$ cat src/design/lstc_pkg.sv
// Shared constants and types for the line scan trigger controller
package lstc_pkg;
  localparam int CLK_PERIOD_NS = 50;
  localparam int NS_PER_S = 1000000000;
  localparam int NS_PER_US = 1000;
  localparam logic [31:0] CLK_HZ = 32'(NS_PER_S / CLK_PERIOD_NS);
  localparam logic [31:0] CYC_PER_US = 32'(NS_PER_US / CLK_PERIOD_NS);
  localparam logic [31:0] JIT_PCT = 32'h0000_0064;
  localparam logic [63:0] SCALE_ONE = 64'h0000_0000_000F_4240;
  localparam logic [31:0] SCALE_MIN = 32'h0000_2710;
  localparam logic [31:0] SCALE_MAX = 32'h05F5_E100;
  localparam logic [31:0] SCALE_RST = 32'h000F_4240;
  localparam logic [31:0] HEIGHT_MIN = 32'h0000_0001;
  localparam logic [31:0] HEIGHT_MAX = 32'h0000_1000;
  localparam logic [12:0] HEIGHT_RST = 13'h0400;
  localparam logic [31:0] LINE_PER_RST = 32'h0000_07D0;
  localparam logic [11:0] ROI_W_RST = 12'h870;
  localparam logic [31:0] READOUT_FIX_CYC = 32'h0000_0010;
  localparam int READOUT_PIX_SHIFT = 3;
  localparam logic [2:0] FILT_SEL_MAX = 3'h5;
  localparam logic [5:0] FILT_BASE_SHIFT = 6'h04;
  localparam int CTRL_W = 14;
  localparam logic [13:0] CTRL_RST = 14'h0000;
  localparam int STAT_LCNT_POS = 16;
  localparam logic [7:0] ADDR_CTRL = 8'h00;
  localparam logic [7:0] ADDR_HEIGHT = 8'h04;
  localparam logic [7:0] ADDR_SCALE = 8'h08;
  localparam logic [7:0] ADDR_LINE_PER = 8'h0C;
  localparam logic [7:0] ADDR_ROI_W = 8'h10;
  localparam logic [7:0] ADDR_RAW_RATE = 8'h14;
  localparam logic [7:0] ADDR_RAW_PEAK = 8'h18;
  localparam logic [7:0] ADDR_RAW_JIT = 8'h1C;
  localparam logic [7:0] ADDR_RAW_WIDTH = 8'h20;
  localparam logic [7:0] ADDR_SC_RATE = 8'h24;
  localparam logic [7:0] ADDR_SC_JIT = 8'h28;
  localparam logic [7:0] ADDR_STATUS = 8'h2C;

  typedef enum logic [2:0] {
    ACT_RISE = 3'b000,
    ACT_FALL = 3'b001,
    ACT_ANY = 3'b010,
    ACT_HIGH = 3'b011,
    ACT_LOW = 3'b100
  } lstc_act_type;

  typedef enum logic [1:0] {
    FS_IDLE = 2'b00,
    FS_WAIT = 2'b01,
    FS_ACTIVE = 2'b10
  } lstc_fs_state_type;

  typedef struct packed {
    logic [2:0] filt_sel;
    logic scaler_en;
    logic [1:0] ls_act;
    logic ls_src;
    logic ls_ext;
    lstc_act_type fs_act;
    logic fs_src;
    logic fs_ext;
    logic acq_en;
  } lstc_ctrl_type;

  typedef struct packed {
    logic [31:0] rate;
    logic [31:0] jitter;
    logic [31:0] width;
  } lstc_stat_type;
endpackage

$ cat src/design/lstc_trigger_ctrl.sv
// Frame and line start trigger control with rescaler and statistics
//
// Local design decisions: the placing of the registers and the address-and-strobe port.
`timescale 1ns/1ps
`default_nettype none
module lstc_trigger_ctrl
  import lstc_pkg::*;
(
  input wire logic i_clk,
  input wire logic i_arst_n,
  input wire logic i_ext_trigger_input_a,
  input wire logic i_ext_trigger_input_b,
  input wire logic [7:0] i_addr,
  input wire logic [31:0] i_wdata,
  input wire logic i_wr,
  input wire logic i_rd,
  output logic [31:0] o_rdata,
  output logic o_frame_valid,
  output logic o_line_start,
  output logic o_frame_done
);
  lstc_ctrl_type ctrl;
  logic [12:0] height;
  logic [31:0] period_scale_factor;
  logic [31:0] line_per;
  logic [11:0] roi_w;
  lstc_fs_state_type state;
  lstc_fs_state_type next_state;
  logic [12:0] lcnt;
  logic fs_evt;
  logic fs_active;
  logic ls_evt;
  logic ls_level;
  logic fs_level_mode;
  logic [31:0] min_per;
  logic [31:0] eff_per;
  logic [31:0] fr_cnt;
  logic fr_pulse;
  logic fr_run;
  logic trig;
  logic accept;
  logic last;
  logic [31:0] raw_per;
  logic raw_vld;
  lstc_stat_type raw_stat;
  lstc_stat_type sc_stat;
  logic [31:0] raw_pulse_rate_peak;
  logic [5:0] sh;
  logic [40:0] sum;
  logic [31:0] avg;
  logic avg_ok;
  logic [63:0] thr;
  logic [63:0] acc;
  logic [63:0] acc_sum;
  logic sc_pulse;
  logic sc_run;

  function automatic logic [31:0] clamp(input logic [31:0] v,
                                        input logic [31:0] lo,
                                        input logic [31:0] hi);
    if (v < lo) return lo;
    if (v > hi) return hi;
    return v;
  endfunction

  function automatic lstc_ctrl_type fix_ctrl(input logic [CTRL_W-1:0] raw);
    lstc_ctrl_type c;
    c = lstc_ctrl_type'(raw);
    if (c.fs_act > ACT_LOW) c.fs_act = ACT_RISE;
    if (c.ls_act == 2'b11) c.ls_act = 2'b00;
    if (c.filt_sel > FILT_SEL_MAX) c.filt_sel = FILT_SEL_MAX;
    return c;
  endfunction

  // Software settings
  always_ff @(posedge i_clk or negedge i_arst_n) begin
    if (!i_arst_n) begin
      ctrl <= lstc_ctrl_type'(CTRL_RST);
      height <= HEIGHT_RST;
      period_scale_factor <= SCALE_RST;
      line_per <= LINE_PER_RST;
      roi_w <= ROI_W_RST;
    end else if (i_wr) begin
      case (i_addr)
        ADDR_CTRL: ctrl <= fix_ctrl(i_wdata[CTRL_W-1:0]);
        ADDR_HEIGHT: height <= 13'(clamp(i_wdata, HEIGHT_MIN, HEIGHT_MAX));
        ADDR_SCALE: period_scale_factor <= clamp(i_wdata, SCALE_MIN, SCALE_MAX);
        ADDR_LINE_PER: line_per <= i_wdata;
        ADDR_ROI_W: roi_w <= i_wdata[11:0];
        default: ;
      endcase
    end
  end

  lstc_trig_detect u_fs_detect (
    .i_clk(i_clk),
    .i_arst_n(i_arst_n),
    .i_in_a(i_ext_trigger_input_a),
    .i_in_b(i_ext_trigger_input_b),
    .i_sel_b(ctrl.fs_src),
    .i_act(ctrl.fs_act),
    .o_event(fs_evt),
    .o_active(fs_active),
    .o_level()
  );

  lstc_trig_detect u_ls_detect (
    .i_clk(i_clk),
    .i_arst_n(i_arst_n),
    .i_in_a(i_ext_trigger_input_a),
    .i_in_b(i_ext_trigger_input_b),
    .i_sel_b(ctrl.ls_src),
    .i_act(lstc_act_type'({1'b0, ctrl.ls_act})),
    .o_event(ls_evt),
    .o_active(),
    .o_level(ls_level)
  );

  // Free-run line rate, never above the readout limit of the ROI width
  assign min_per = READOUT_FIX_CYC + 32'(roi_w >> READOUT_PIX_SHIFT);
  assign eff_per = (line_per > min_per) ? line_per : min_per;
  assign fr_run = ctrl.acq_en & ~ctrl.ls_ext;

  always_ff @(posedge i_clk or negedge i_arst_n) begin
    if (!i_arst_n) begin
      fr_cnt <= 32'h0000_0000;
      fr_pulse <= 1'b0;
    end else if (!fr_run) begin
      fr_cnt <= 32'h0000_0000;
      fr_pulse <= 1'b0;
    end else if (fr_cnt >= eff_per - 32'h0000_0001) begin
      fr_cnt <= 32'h0000_0000;
      fr_pulse <= 1'b1;
    end else begin
      fr_cnt <= fr_cnt + 32'h0000_0001;
      fr_pulse <= 1'b0;
    end
  end

  // Jitter filter: running mean of the raw period over 2**sh samples
  assign sh = FILT_BASE_SHIFT + {3'h0, ctrl.filt_sel};
  assign avg = 32'(sum >> sh);

  always_ff @(posedge i_clk or negedge i_arst_n) begin
    if (!i_arst_n) begin
      sum <= 41'h000_0000_0000;
      avg_ok <= 1'b0;
    end else if (i_wr && i_addr == ADDR_CTRL) begin
      avg_ok <= 1'b0;
    end else if (raw_vld) begin
      avg_ok <= 1'b1;
      if (!avg_ok) begin
        sum <= {9'h000, raw_per} << sh;
      end else begin
        sum <= sum - (sum >> sh) + {9'h000, raw_per};
      end
    end
  end

  // Rate multiplier: one output pulse each avg*ONE/factor cycles
  assign thr = {32'h0000_0000, avg} * SCALE_ONE;
  assign acc_sum = acc + {32'h0000_0000, period_scale_factor};
  assign sc_run = ctrl.scaler_en & ctrl.ls_ext & avg_ok;

  always_ff @(posedge i_clk or negedge i_arst_n) begin
    if (!i_arst_n) begin
      acc <= 64'h0000_0000_0000_0000;
      sc_pulse <= 1'b0;
    end else if (!sc_run) begin
      acc <= 64'h0000_0000_0000_0000;
      sc_pulse <= 1'b0;
    end else if (acc_sum >= thr) begin
      acc <= acc_sum - thr;
      sc_pulse <= 1'b1;
    end else begin
      acc <= acc_sum;
      sc_pulse <= 1'b0;
    end
  end

  // Line trigger source selection and frame gating
  assign trig = ctrl.ls_ext ? (ctrl.scaler_en ? sc_pulse : ls_evt)
                            : fr_pulse;
  assign accept = trig & (state == FS_ACTIVE);
  assign last = lcnt == height - 13'h0001;
  assign fs_level_mode = ctrl.fs_ext &
                         (ctrl.fs_act == ACT_HIGH || ctrl.fs_act == ACT_LOW);

  always_comb begin
    next_state = state;
    case (state)
      FS_IDLE: if (ctrl.acq_en) next_state = FS_WAIT;
      FS_WAIT: if (!ctrl.fs_ext || fs_evt) next_state = FS_ACTIVE;
      FS_ACTIVE: begin
        if (fs_level_mode ? !fs_active : (accept && last)) begin
          next_state = FS_WAIT;
        end
      end
      default: next_state = FS_IDLE;
    endcase
    if (!ctrl.acq_en) next_state = FS_IDLE;
  end

  always_ff @(posedge i_clk or negedge i_arst_n) begin
    if (!i_arst_n) begin
      state <= FS_IDLE;
      o_frame_valid <= 1'b0;
    end else begin
      state <= next_state;
      o_frame_valid <= next_state == FS_ACTIVE;
    end
  end

  always_ff @(posedge i_clk or negedge i_arst_n) begin
    if (!i_arst_n) begin
      lcnt <= 13'h0000;
      o_line_start <= 1'b0;
      o_frame_done <= 1'b0;
    end else begin
      o_line_start <= accept;
      o_frame_done <= accept & last;
      if (state != FS_ACTIVE) begin
        lcnt <= 13'h0000;
      end else if (accept) begin
        lcnt <= last ? 13'h0000 : lcnt + 13'h0001;
      end
    end
  end

  lstc_pulse_stats u_raw_stats (
    .i_clk(i_clk),
    .i_arst_n(i_arst_n),
    .i_event(ls_evt),
    .i_level(ls_level),
    .o_period(raw_per),
    .o_period_vld(raw_vld),
    .o_stat(raw_stat)
  );

  lstc_pulse_stats u_sc_stats (
    .i_clk(i_clk),
    .i_arst_n(i_arst_n),
    .i_event(sc_pulse),
    .i_level(sc_pulse),
    .o_period(),
    .o_period_vld(),
    .o_stat(sc_stat)
  );

  // Peak rate; writing its address restarts tracking, a new peak wins
  always_ff @(posedge i_clk or negedge i_arst_n) begin
    if (!i_arst_n) begin
      raw_pulse_rate_peak <= 32'h0000_0000;
    end else if (raw_stat.rate > raw_pulse_rate_peak) begin
      raw_pulse_rate_peak <= raw_stat.rate;
    end else if (i_wr && i_addr == ADDR_RAW_PEAK) begin
      raw_pulse_rate_peak <= raw_stat.rate;
    end
  end

  always_ff @(posedge i_clk or negedge i_arst_n) begin
    if (!i_arst_n) begin
      o_rdata <= 32'h0000_0000;
    end else if (!i_rd) begin
      o_rdata <= 32'h0000_0000;
    end else begin
      case (i_addr)
        ADDR_CTRL: o_rdata <= {18'h00000, ctrl};
        ADDR_HEIGHT: o_rdata <= {19'h00000, height};
        ADDR_SCALE: o_rdata <= period_scale_factor;
        ADDR_LINE_PER: o_rdata <= eff_per;
        ADDR_ROI_W: o_rdata <= {20'h00000, roi_w};
        ADDR_RAW_RATE: o_rdata <= raw_stat.rate;
        ADDR_RAW_PEAK: o_rdata <= raw_pulse_rate_peak;
        ADDR_RAW_JIT: o_rdata <= raw_stat.jitter;
        ADDR_RAW_WIDTH: o_rdata <= raw_stat.width;
        ADDR_SC_RATE: o_rdata <= sc_stat.rate;
        ADDR_SC_JIT: o_rdata <= sc_stat.jitter;
        ADDR_STATUS: o_rdata <= (32'(lcnt) << STAT_LCNT_POS) |
                                {29'h0, state, o_frame_valid};
        default: o_rdata <= 32'h0000_0000;
      endcase
    end
  end

  logic [31:0] gap;
  logic gap_ok;
  logic wr_seen;
  always_ff @(posedge i_clk or negedge i_arst_n) begin
    if (!i_arst_n) begin
      gap <= 32'h0000_0000;
      gap_ok <= 1'b0;
      wr_seen <= 1'b0;
    end else if (fr_pulse) begin
      gap <= 32'h0000_0000;
      gap_ok <= 1'b1;
      wr_seen <= i_wr;
    end else begin
      gap <= gap + 32'h0000_0001;
      wr_seen <= wr_seen | i_wr | ~fr_run;
    end
  end
endmodule
`default_nettype wire

$ cat src/design/lstc_trig_detect.sv
// Input line selection and activation detection
`timescale 1ns/1ps
`default_nettype none
module lstc_trig_detect
  import lstc_pkg::*;
(
  input wire logic i_clk,
  input wire logic i_arst_n,
  input wire logic i_in_a,
  input wire logic i_in_b,
  input wire logic i_sel_b,
  input wire lstc_act_type i_act,
  output logic o_event,
  output logic o_active,
  output logic o_level
);
  logic prev;
  logic cur;
  logic rise;
  logic fall;

  assign cur = i_sel_b ? i_in_b : i_in_a;
  assign rise = cur & ~prev;
  assign fall = ~cur & prev;

  always_ff @(posedge i_clk or negedge i_arst_n) begin
    if (!i_arst_n) begin
      prev <= 1'b0;
      o_level <= 1'b0;
    end else begin
      prev <= cur;
      o_level <= cur;
    end
  end

  // Level modes enter on the edge into the active level
  always_ff @(posedge i_clk or negedge i_arst_n) begin
    if (!i_arst_n) begin
      o_event <= 1'b0;
      o_active <= 1'b0;
    end else begin
      case (i_act)
        ACT_RISE: o_event <= rise;
        ACT_FALL: o_event <= fall;
        ACT_ANY: o_event <= rise | fall;
        ACT_HIGH: o_event <= rise;
        ACT_LOW: o_event <= fall;
        default: o_event <= 1'b0;
      endcase
      case (i_act)
        ACT_HIGH: o_active <= cur;
        ACT_LOW: o_active <= ~cur;
        default: o_active <= 1'b0;
      endcase
    end
  end
endmodule
`default_nettype wire

$ cat src/design/lstc_pulse_stats.sv
// Period, rate, jitter and pulse width measurement of a pulse stream
`timescale 1ns/1ps
`default_nettype none
module lstc_pulse_stats
  import lstc_pkg::*;
(
  input wire logic i_clk,
  input wire logic i_arst_n,
  input wire logic i_event,
  input wire logic i_level,
  output logic [31:0] o_period,
  output logic o_period_vld,
  output lstc_stat_type o_stat
);
  logic [31:0] cnt;
  logic [31:0] per_now;
  logic [31:0] dev;
  logic [31:0] jnum;
  logic [31:0] wcnt;
  logic [31:0] wlat;
  logic seen;
  logic lvl_d;
  logic busy;
  logic fin;
  logic [1:0] op;
  logic [4:0] bitc;
  logic [31:0] num;
  logic [31:0] den;
  logic [31:0] quo;
  logic [32:0] rem;
  logic [32:0] rem_s;
  logic ge;

  assign per_now = cnt + 32'h0000_0001;
  assign jnum = (dev[31:24] != 8'h00) ? 32'hFFFF_FFFF :
                32'({8'h00, dev[23:0]} * JIT_PCT);
  assign rem_s = {rem[31:0], num[31]};
  assign ge = rem_s >= {1'b0, den};

  // Period between events, saturating on a stalled input
  always_ff @(posedge i_clk or negedge i_arst_n) begin
    if (!i_arst_n) begin
      cnt <= 32'h0000_0000;
      o_period <= 32'h0000_0000;
      o_period_vld <= 1'b0;
      dev <= 32'h0000_0000;
      seen <= 1'b0;
    end else begin
      o_period_vld <= i_event & seen;
      if (i_event) begin
        cnt <= 32'h0000_0000;
        seen <= 1'b1;
        o_period <= per_now;
        dev <= (per_now > o_period) ? per_now - o_period : o_period - per_now;
      end else if (cnt != 32'hFFFF_FFFE) begin
        cnt <= per_now;
      end
    end
  end

  always_ff @(posedge i_clk or negedge i_arst_n) begin
    if (!i_arst_n) begin
      lvl_d <= 1'b0;
      wcnt <= 32'h0000_0000;
      wlat <= 32'h0000_0000;
    end else begin
      lvl_d <= i_level;
      if (i_level && wcnt != 32'hFFFF_FFFF) begin
        wcnt <= wcnt + 32'h0000_0001;
      end else if (!i_level) begin
        wcnt <= 32'h0000_0000;
      end
      if (lvl_d && !i_level) begin
        wlat <= wcnt;
      end
    end
  end

  // One serial divider runs rate, jitter and width in turn
  always_ff @(posedge i_clk or negedge i_arst_n) begin
    if (!i_arst_n) begin
      busy <= 1'b0;
      fin <= 1'b0;
      op <= 2'b00;
      bitc <= 5'h00;
      num <= 32'h0000_0000;
      den <= 32'h0000_0001;
      quo <= 32'h0000_0000;
      rem <= 33'h0_0000_0000;
      o_stat <= '0;
    end else begin
      fin <= 1'b0;
      if (busy) begin
        rem <= ge ? rem_s - {1'b0, den} : rem_s;
        quo <= {quo[30:0], ge};
        num <= {num[30:0], 1'b0};
        bitc <= bitc - 5'h01;
        if (bitc == 5'h00) begin
          busy <= 1'b0;
          fin <= 1'b1;
        end
      end else if (fin) begin
        case (op)
          2'b00: o_stat.rate <= quo;
          2'b01: o_stat.jitter <= quo;
          default: o_stat.width <= quo;
        endcase
        if (op != 2'b10) begin
          op <= op + 2'b01;
          num <= (op == 2'b00) ? jnum : wlat;
          den <= (op == 2'b00) ? o_period : CYC_PER_US;
          rem <= 33'h0_0000_0000;
          quo <= 32'h0000_0000;
          bitc <= 5'h1F;
          busy <= 1'b1;
        end
      end else if (o_period_vld) begin
        op <= 2'b00;
        num <= CLK_HZ;
        den <= o_period;
        rem <= 33'h0_0000_0000;
        quo <= 32'h0000_0000;
        bitc <= 5'h1F;
        busy <= 1'b1;
      end
    end
  end
endmodule
`default_nettype wire

$ cat config.mk
export PLATFORM = sky130hd
export DESIGN_NAME = lstc_trigger_ctrl
export DESIGN_NICKNAME = d
export VERILOG_FILES = /design/src/design/lstc_pkg.sv /design/src/design/lstc_trigger_ctrl.sv /design/src/design/lstc_trig_detect.sv /design/src/design/lstc_pulse_stats.sv
export SDC_FILE = /design/constraint.sdc
export NUM_CORES = 2
export LEC_CHECK = 0
export ABC_AREA = 1
export BUFFER_PORTS_ARGS = -buffer_cell sky130_fd_sc_hd__buf_2
export CAP_MARGIN = 5
export CORE_AREA = 5 5 517 519
export CTS_CLUSTER_SIZE = 12
export DETAILED_ROUTE_END_ITERATION = 10
export DIE_AREA = 0 0 522 524
export PLACE_DENSITY = 0.55
export SLEW_MARGIN = 10
export SYNTH_ARGS = -nofsm -noshare
export SYNTH_HDL_FRONTEND = slang
export SYNTH_SLANG_ARGS = --single-unit
export TNS_END_PERCENT = 50
$ cat constraint.sdc
create_clock -name i_clk -period 10.95 [get_ports i_clk]
set_input_delay 0.5475 -clock i_clk [delete_from_list [all_inputs] [get_ports i_clk]]
set_output_delay 0.5475 -clock i_clk [all_outputs]
set_load 0.02 [all_outputs]
## Yosys cells after proc, flatten, opt, wreduce, memory -nomap -nowiden

Index checks and enable logic that the tools add are counted.

- Equality and inequality tests: 38
- Bitwise logic cells: 24
- Muxes and demuxes: 132
- Multiply operators: 3
- Reduce and logical (&&, ||, !) cells: 51
- Shifts and indexed selects: 2
- $lt $le $gt $ge: 14
- $add $sub $neg: 24

Operators with widths:

| operator | number |
|---|---|
| 32-bit 2-to-1 mux | 58 |
| 32-bit one-hot mux with 12 select lines | 1 |
| 32-bit subtractor | 6 |
| 32-bit by 1-bit adder with 32-bit output (second input constant) | 5 |
| 64-bit 2-to-1 mux | 2 |
| 32-bit != test (second input constant) | 4 |
| 32-bit > comparator | 3 |
| 13-bit 2-to-1 mux | 7 |
| 33-bit by 32-bit greater-or-equal comparator with 1-bit output | 2 |
| 64-bit by 32-bit adder with 64-bit output | 1 |
| 64-bit by 52-bit greater-or-equal comparator with 1-bit output | 1 |
| 64-bit by 52-bit subtractor with 64-bit output | 1 |
| 24-bit by 5-bit multiplier with 29-bit output (second input constant) | 2 |
| 32-bit by 14-bit multiplier with 46-bit output (second input constant) | 1 |
| 41-bit by 32-bit adder with 41-bit output | 1 |
| 41-bit 2-to-1 mux | 1 |
| 32-bit by 4-bit << shifter with 41-bit output | 1 |
| 41-bit by 4-bit right shift with 41-bit output | 1 |
| 41-bit subtractor | 1 |
| 5-bit 2-to-1 mux | 8 |
| 1-bit 2-to-1 mux | 39 |
| 8-bit by 5-bit equality test with 1-bit output (second input constant) | 4 |
| 8-bit by 6-bit equality test with 1-bit output (second input constant) | 4 |
| 32-bit greater-or-equal comparator | 1 |
| other kinds (46) | 133 |

- Register bits after elaboration: 1,090
- Output and inout port bits: 35
- Input bits: 46

## Logic depth before layout (Yosys ltp)

- Depth in word-level cells: 9
- Depth in mapped cells: 50
- Depth with buffers taken out: 49

## By module

A second synthesis with hierarchy kept.

- Cell total of the unflattened synthesis: 13,475
- Area total of the unflattened synthesis: 93,261.9 um^2

Modules (own cells, without submodules):

| module | area an instance (um^2) | sequential area each (um^2) | instances | cells each |
|---|---|---|---|---|
| lstc_trigger_ctrl | 38,209.1 | 8,155.3 | 1 | 5,621 |
| lstc_pulse_stats (u_sc_stats) | 27,323.7 | 9,910.8 | 1 | 3,890 |
| lstc_pulse_stats (u_raw_stats) | 27,316.2 | 9,910.8 | 1 | 3,908 |
| lstc_trig_detect | 206.4 | 75.1 | 2 | 28 |

## Worst setup path after synthesis

Ideal clock, no wire load.

- Path kind: flip-flop to flip-flop
- From: register ctrl[12] in the netlist's numbering
- To: register acc[37]
- Data arrival time: 8.401 ns
- Setup slack: 2.424 ns
- Period minus slack after synthesis: 8.526 ns
- Cell stages (with the launch flop): 50
- Path through: dfrtp_1 clkbuf_1 inv_1 clkbuf_1 clkbuf_1 nand3_1 o21ai_0 inv_1 o21ai_0 inv_1 fa_1 inv_1 fa_1 inv_1 fa_1 inv_1 fa_1 inv_1 [... 14 more ...] nand2_1 xor2_1 inv_1 ha_1 nand2_1 nor2_1 inv_1 nor2_1 nand2_1 inv_1 nand3_1 nand3_1 o21ai_0 nand4_2 buf_6 buf_6 o21ai_1 a21oi_1

- Cells in the longest elaborated chain, start to end: 6
- Elaborated cells on any way between the ends: 7
- Classes of those cells: add/sub (2); mul (1); order compare (1); shift (1); mux (2)

RTL lines:

| item | RTL line | source |
|---|---|---|
| start, declared | lstc_trigger_ctrl.sv:22 | `lstc_ctrl_type ctrl;` |
| start signal, assigned | lstc_trigger_ctrl.sv:78 | `ctrl <= lstc_ctrl_type'(CTRL_RST);` |
| start signal, assigned | lstc_trigger_ctrl.sv:85 | `ADDR_CTRL: ctrl <= fix_ctrl(i_wdata[CTRL_W-1:0]);` |
| 3-bit by 3-bit adder with 4-bit output (*) | lstc_trigger_ctrl.sv:141 | `assign sh = FILT_BASE_SHIFT + {3'h0, ctrl.filt_sel};` |
| 41-bit by 4-bit right shift with 41-bit output (*) | - |  |
| 32-bit by 14-bit multiplier with 46-bit output (*) | lstc_trigger_ctrl.sv:161 | `assign thr = {32'h0000_0000, avg} * SCALE_ONE;` |
| 64-bit by 52-bit subtractor with 64-bit output or 64-bit by 52-bit greater-or-equal comparator with 1-bit output (tied branches) | lstc_trigger_ctrl.sv:173, lstc_trigger_ctrl.sv:172 |  |
| 64-bit 2-to-1 mux (*) | lstc_trigger_ctrl.sv:172 | `end else if (acc_sum >= thr) begin` |
| 64-bit 2-to-1 mux (*) | lstc_trigger_ctrl.sv:169 | `end else if (!sc_run) begin` |
| end signal, assigned | lstc_trigger_ctrl.sv:173 | `acc <= acc_sum - thr;` |
| end signal, assigned | lstc_trigger_ctrl.sv:176 | `acc <= acc_sum;` |
| end, declared | lstc_trigger_ctrl.sv:53 | `logic [63:0] acc;` |

Mark *: on every way between the ends. The rest lies on a longest branch, timed or not.
A chain may end at the register's enable or synchronous reset.

## Final worst setup path

- From: register ctrl[11] in the netlist's numbering
- To: register acc[12]

The elaborated chain is that of the path after synthesis.

==> summary.md <==
| Metric | Value |
|---|---|
| Result of the run | `finished clean` |
| Synth Instances | `11,600` |
| Hold Path Depth | `3` |
| Global placer's final weighted congestion | `1.02` |
| Tcrit/Tclk final | `around 93%` |
| Layout cell share with drive strength beyond 1 | `5.20%` |
| Worst slew margin | `19.8%` |
| CTS max path bufs | `4` |
| Mapped Nets | `12,600` |
| Overflow after GRT | `0` |
| Hold endpoint | `line_per[30]` |
| Synthesis-to-finish area growth | `10.2%` |
| Register bit total from synthesis | `1,090` |
| Met3 WL | `18.8 mm` |
| WP data arrival | `between 10 and 15 ns` |
| Setup crit end kind | `flop` |
| Row cnt | `~190` |
| Syn. warnings | `0` |
| Reg2Reg Launch Point | `ctrl[11]` |
| Die X | `522 um` |
| Initial Utilization | `32.8%` |
| Fill cells | `about 28,000` |
| Sequential-to-total area share from yosys stat | `31.8%` |
| Final Skew | `roughly 0.062 ns` |
| Slowest-stage cell, CP | `dfrtp_4` |
| Top FF cell, synth | `dfrtp_1` |
| GRT Resource Usage Total | `22.2%` |
| Reg clk slew, reported paths | `roughly 0.06 ns` |
| Worst skew pair latency | `0.83 ns` |
| Critical Path Fanout Max | `71` |
| CP required | `11.60 ns` |
| Max-Cap Viols | `0` |
| Synth area leaders | `dfrtp_1 31%, nand2_1 11%, ha_1 11%` |
| First-pass GRT wire length | `roughly 470 mm` |
| DR iter-0 viols | `7,187` |
| Total number of vias | `~78,000` |
| Pins Over Slew Limit | `0` |
| Achievable Freq | `0.0981 GHz` |
| Netlist cell types | `73` |
| Detail Route Antenna Nets | `0` |
| Port buffer count | `80` |
| Worst reg2reg path depth | `37` |
| Post-synth EDFFs | `0` |
| CP dominant cell by count | `inv_1` |
| Clock root buffer | `clkbuf_16` |
| Drt total wl | `312 mm` |
| Crit Path Class | `flop to flop` |
| Wl on met1 | `145 mm` |
| Ys async rst share | `100%` |
| Post-CTS Setup Inserts | `0` |
| Dominant cell type by area after synthesis | `dfrtp_1` |
| R2r endpoint | `acc[12]` |
| Avg WL per Cell | `20.5 um` |
| Nets | `12,600` |
| Hold WC Path Type | `primary input to flop` |
| Drt pass-1 iters | `8` |
| DIE AREA | `274,000 um2` |
| Initial antenna violation count | `26` |
| Avg Vias per Cell | `roughly 5.2` |
| # clock sinks | `1,090` |
| Vias in the first global route | `75,300` |
| CTS Buf Count | `around 140` |
| Clock tree from TritonCTS | `built` |
| DR DRC count | `0` |
| Chip height | `approximately 520 um` |
| Met2 wire length | `136 mm` |
| Fin crit period | `10.20 ns` |
| Setup_tns | `0 ns` |
| RSZ-0062 raised after global routing | `false` |
| Largest net degree at the start of global routing | `153` |
| Total core area | `262,000 um2` |
| Htree depth | `4` |
| Avg Inst Size Synth | `7.39 um2` |
| Crit path launch type | `flop` |
| Final Hold Violating Endpoints | `0` |
| Hold path start | `i_wdata[30]` |
| # setup viols final | `0` |
| Top post-synthesis cells by count | `2,447 x nand2_1, 1,880 x inv_1, 1,177 x o21ai_0` |
| I/O pins | `81` |
| Mapped cell area | `85,900 um2` |
| Post-synth top area share | `roughly 31%` |
| Worst-Margin Slew | `1.20 ns` |
| DP HPWL | `248 mm` |
| Flop-to-flop setup slack | `0.75 ns` |
| Count leader, synth | `nand2_1` |
| CP peak stage delay | `approximately 0.71 ns` |
| Top Layer Used | `met5` |
## metrics by stage
step	instance area (um2)	hold slack (ns)	utilization [%]	cells	setup WS, ns
2_1_floorplan	85900	0.252	-	11600	2.42
3_3_place_gp	90100	0.448	34.5	15000	0.561
3_5_place_dp	90100	0.445	34.5	15000	0.528
4_1_cts	94600	0.00353	36.2	15200	0.418
5_1_grt	94600	0.0451	36.2	15200	0.0242
6_report	94600	0.0464	36.2	15200	0.752
## critical path: cells and delay by family, from the launching register on
family          cells  cell delay [ns]
buf+inv             8             1.27
compound gates     12             2.69
simple gates        8             1.25
flops               1             0.71
xor+xnor            1             0.32
fa+ha+maj           8             3.70
## cell usage in the layout, fill, tap and decap left out, types with 60 or more instances in the layout
master	n
xnor2_1	165
nand3_1	375
a31oi_1	118
inv_1	1876
a21oi_1	780
dfrtp_1	1067
xor2_1	236
a221oi_1	60
nor3_1	170
fa_1	213
buf_2	79
nor2_1	830
ha_1	721
clkbuf_16	141
o21ai_0	1175
nand4_1	125
nand2_1	2441
buf_4	87
o22ai_1	122
## routing by layer
layer,vias up,global-route usage (%)
li1,38200,-
met1,37500,31.6
met2,2238,34.5
met3,502,3.01
met4,12,8.02
met5,-,0
## logic make-up after synthesis
family / share of synthesized area (%)
AND/OR/NAND/NOR: 20.5
AO/OA/AOI/OAI: 17.9
buffers and inverters: 9.99
flip-flops: 31.8
adder cells (fa/ha/maj): 15.5
XOR/XNOR: 4.09
multiplexers: 0.303
## registers in the layout, summed over array words and instances, names as in the netlist, 41 cells and up
name / count
acc: 64
sum: 41
u_raw_stats.o_stat: 96
u_sc_stats.o_stat: 64
## worst max-delay path by stage
stage / startpoint / end / slack (ns) / depth (start not counted)
floorplan: ctrl[12] / acc[37] / 2.42 / 49
global placement: ctrl[11] / acc[6] / 0.56 / 38
detailed placement: ctrl[11] / acc[6] / 0.53 / 38
CTS: ctrl[11] / acc[8] / 0.42 / 37
global route: ctrl[11] / acc[8] / 0.02 / 33
finish: ctrl[11] / acc[12] / 0.75 / 37
## area by class of cell
cell class	instances	area, um2	area share, %
clock inverters	36	457	0.483
repair buffers	176	1210	1.28
well taps	3515	4400	4.65
multi-input cells	8275	50000	52.9
flip-flops and latches	1090	27300	28.9
diodes	9	22.5	0.0238
clock buffers	199	4000	4.22
inverters	1911	7170	7.58
## repair_timing
item                                    4_1_cts  5_1_grt
endpoints found under the setup margin        0       42
resized for setup                             0        2
endpoints found under the hold margin        74        0
hold buffers                                  3        0
Power is not shown: default switching activity piles up to over one toggle a cycle in this logic, so the estimate is an artifact.
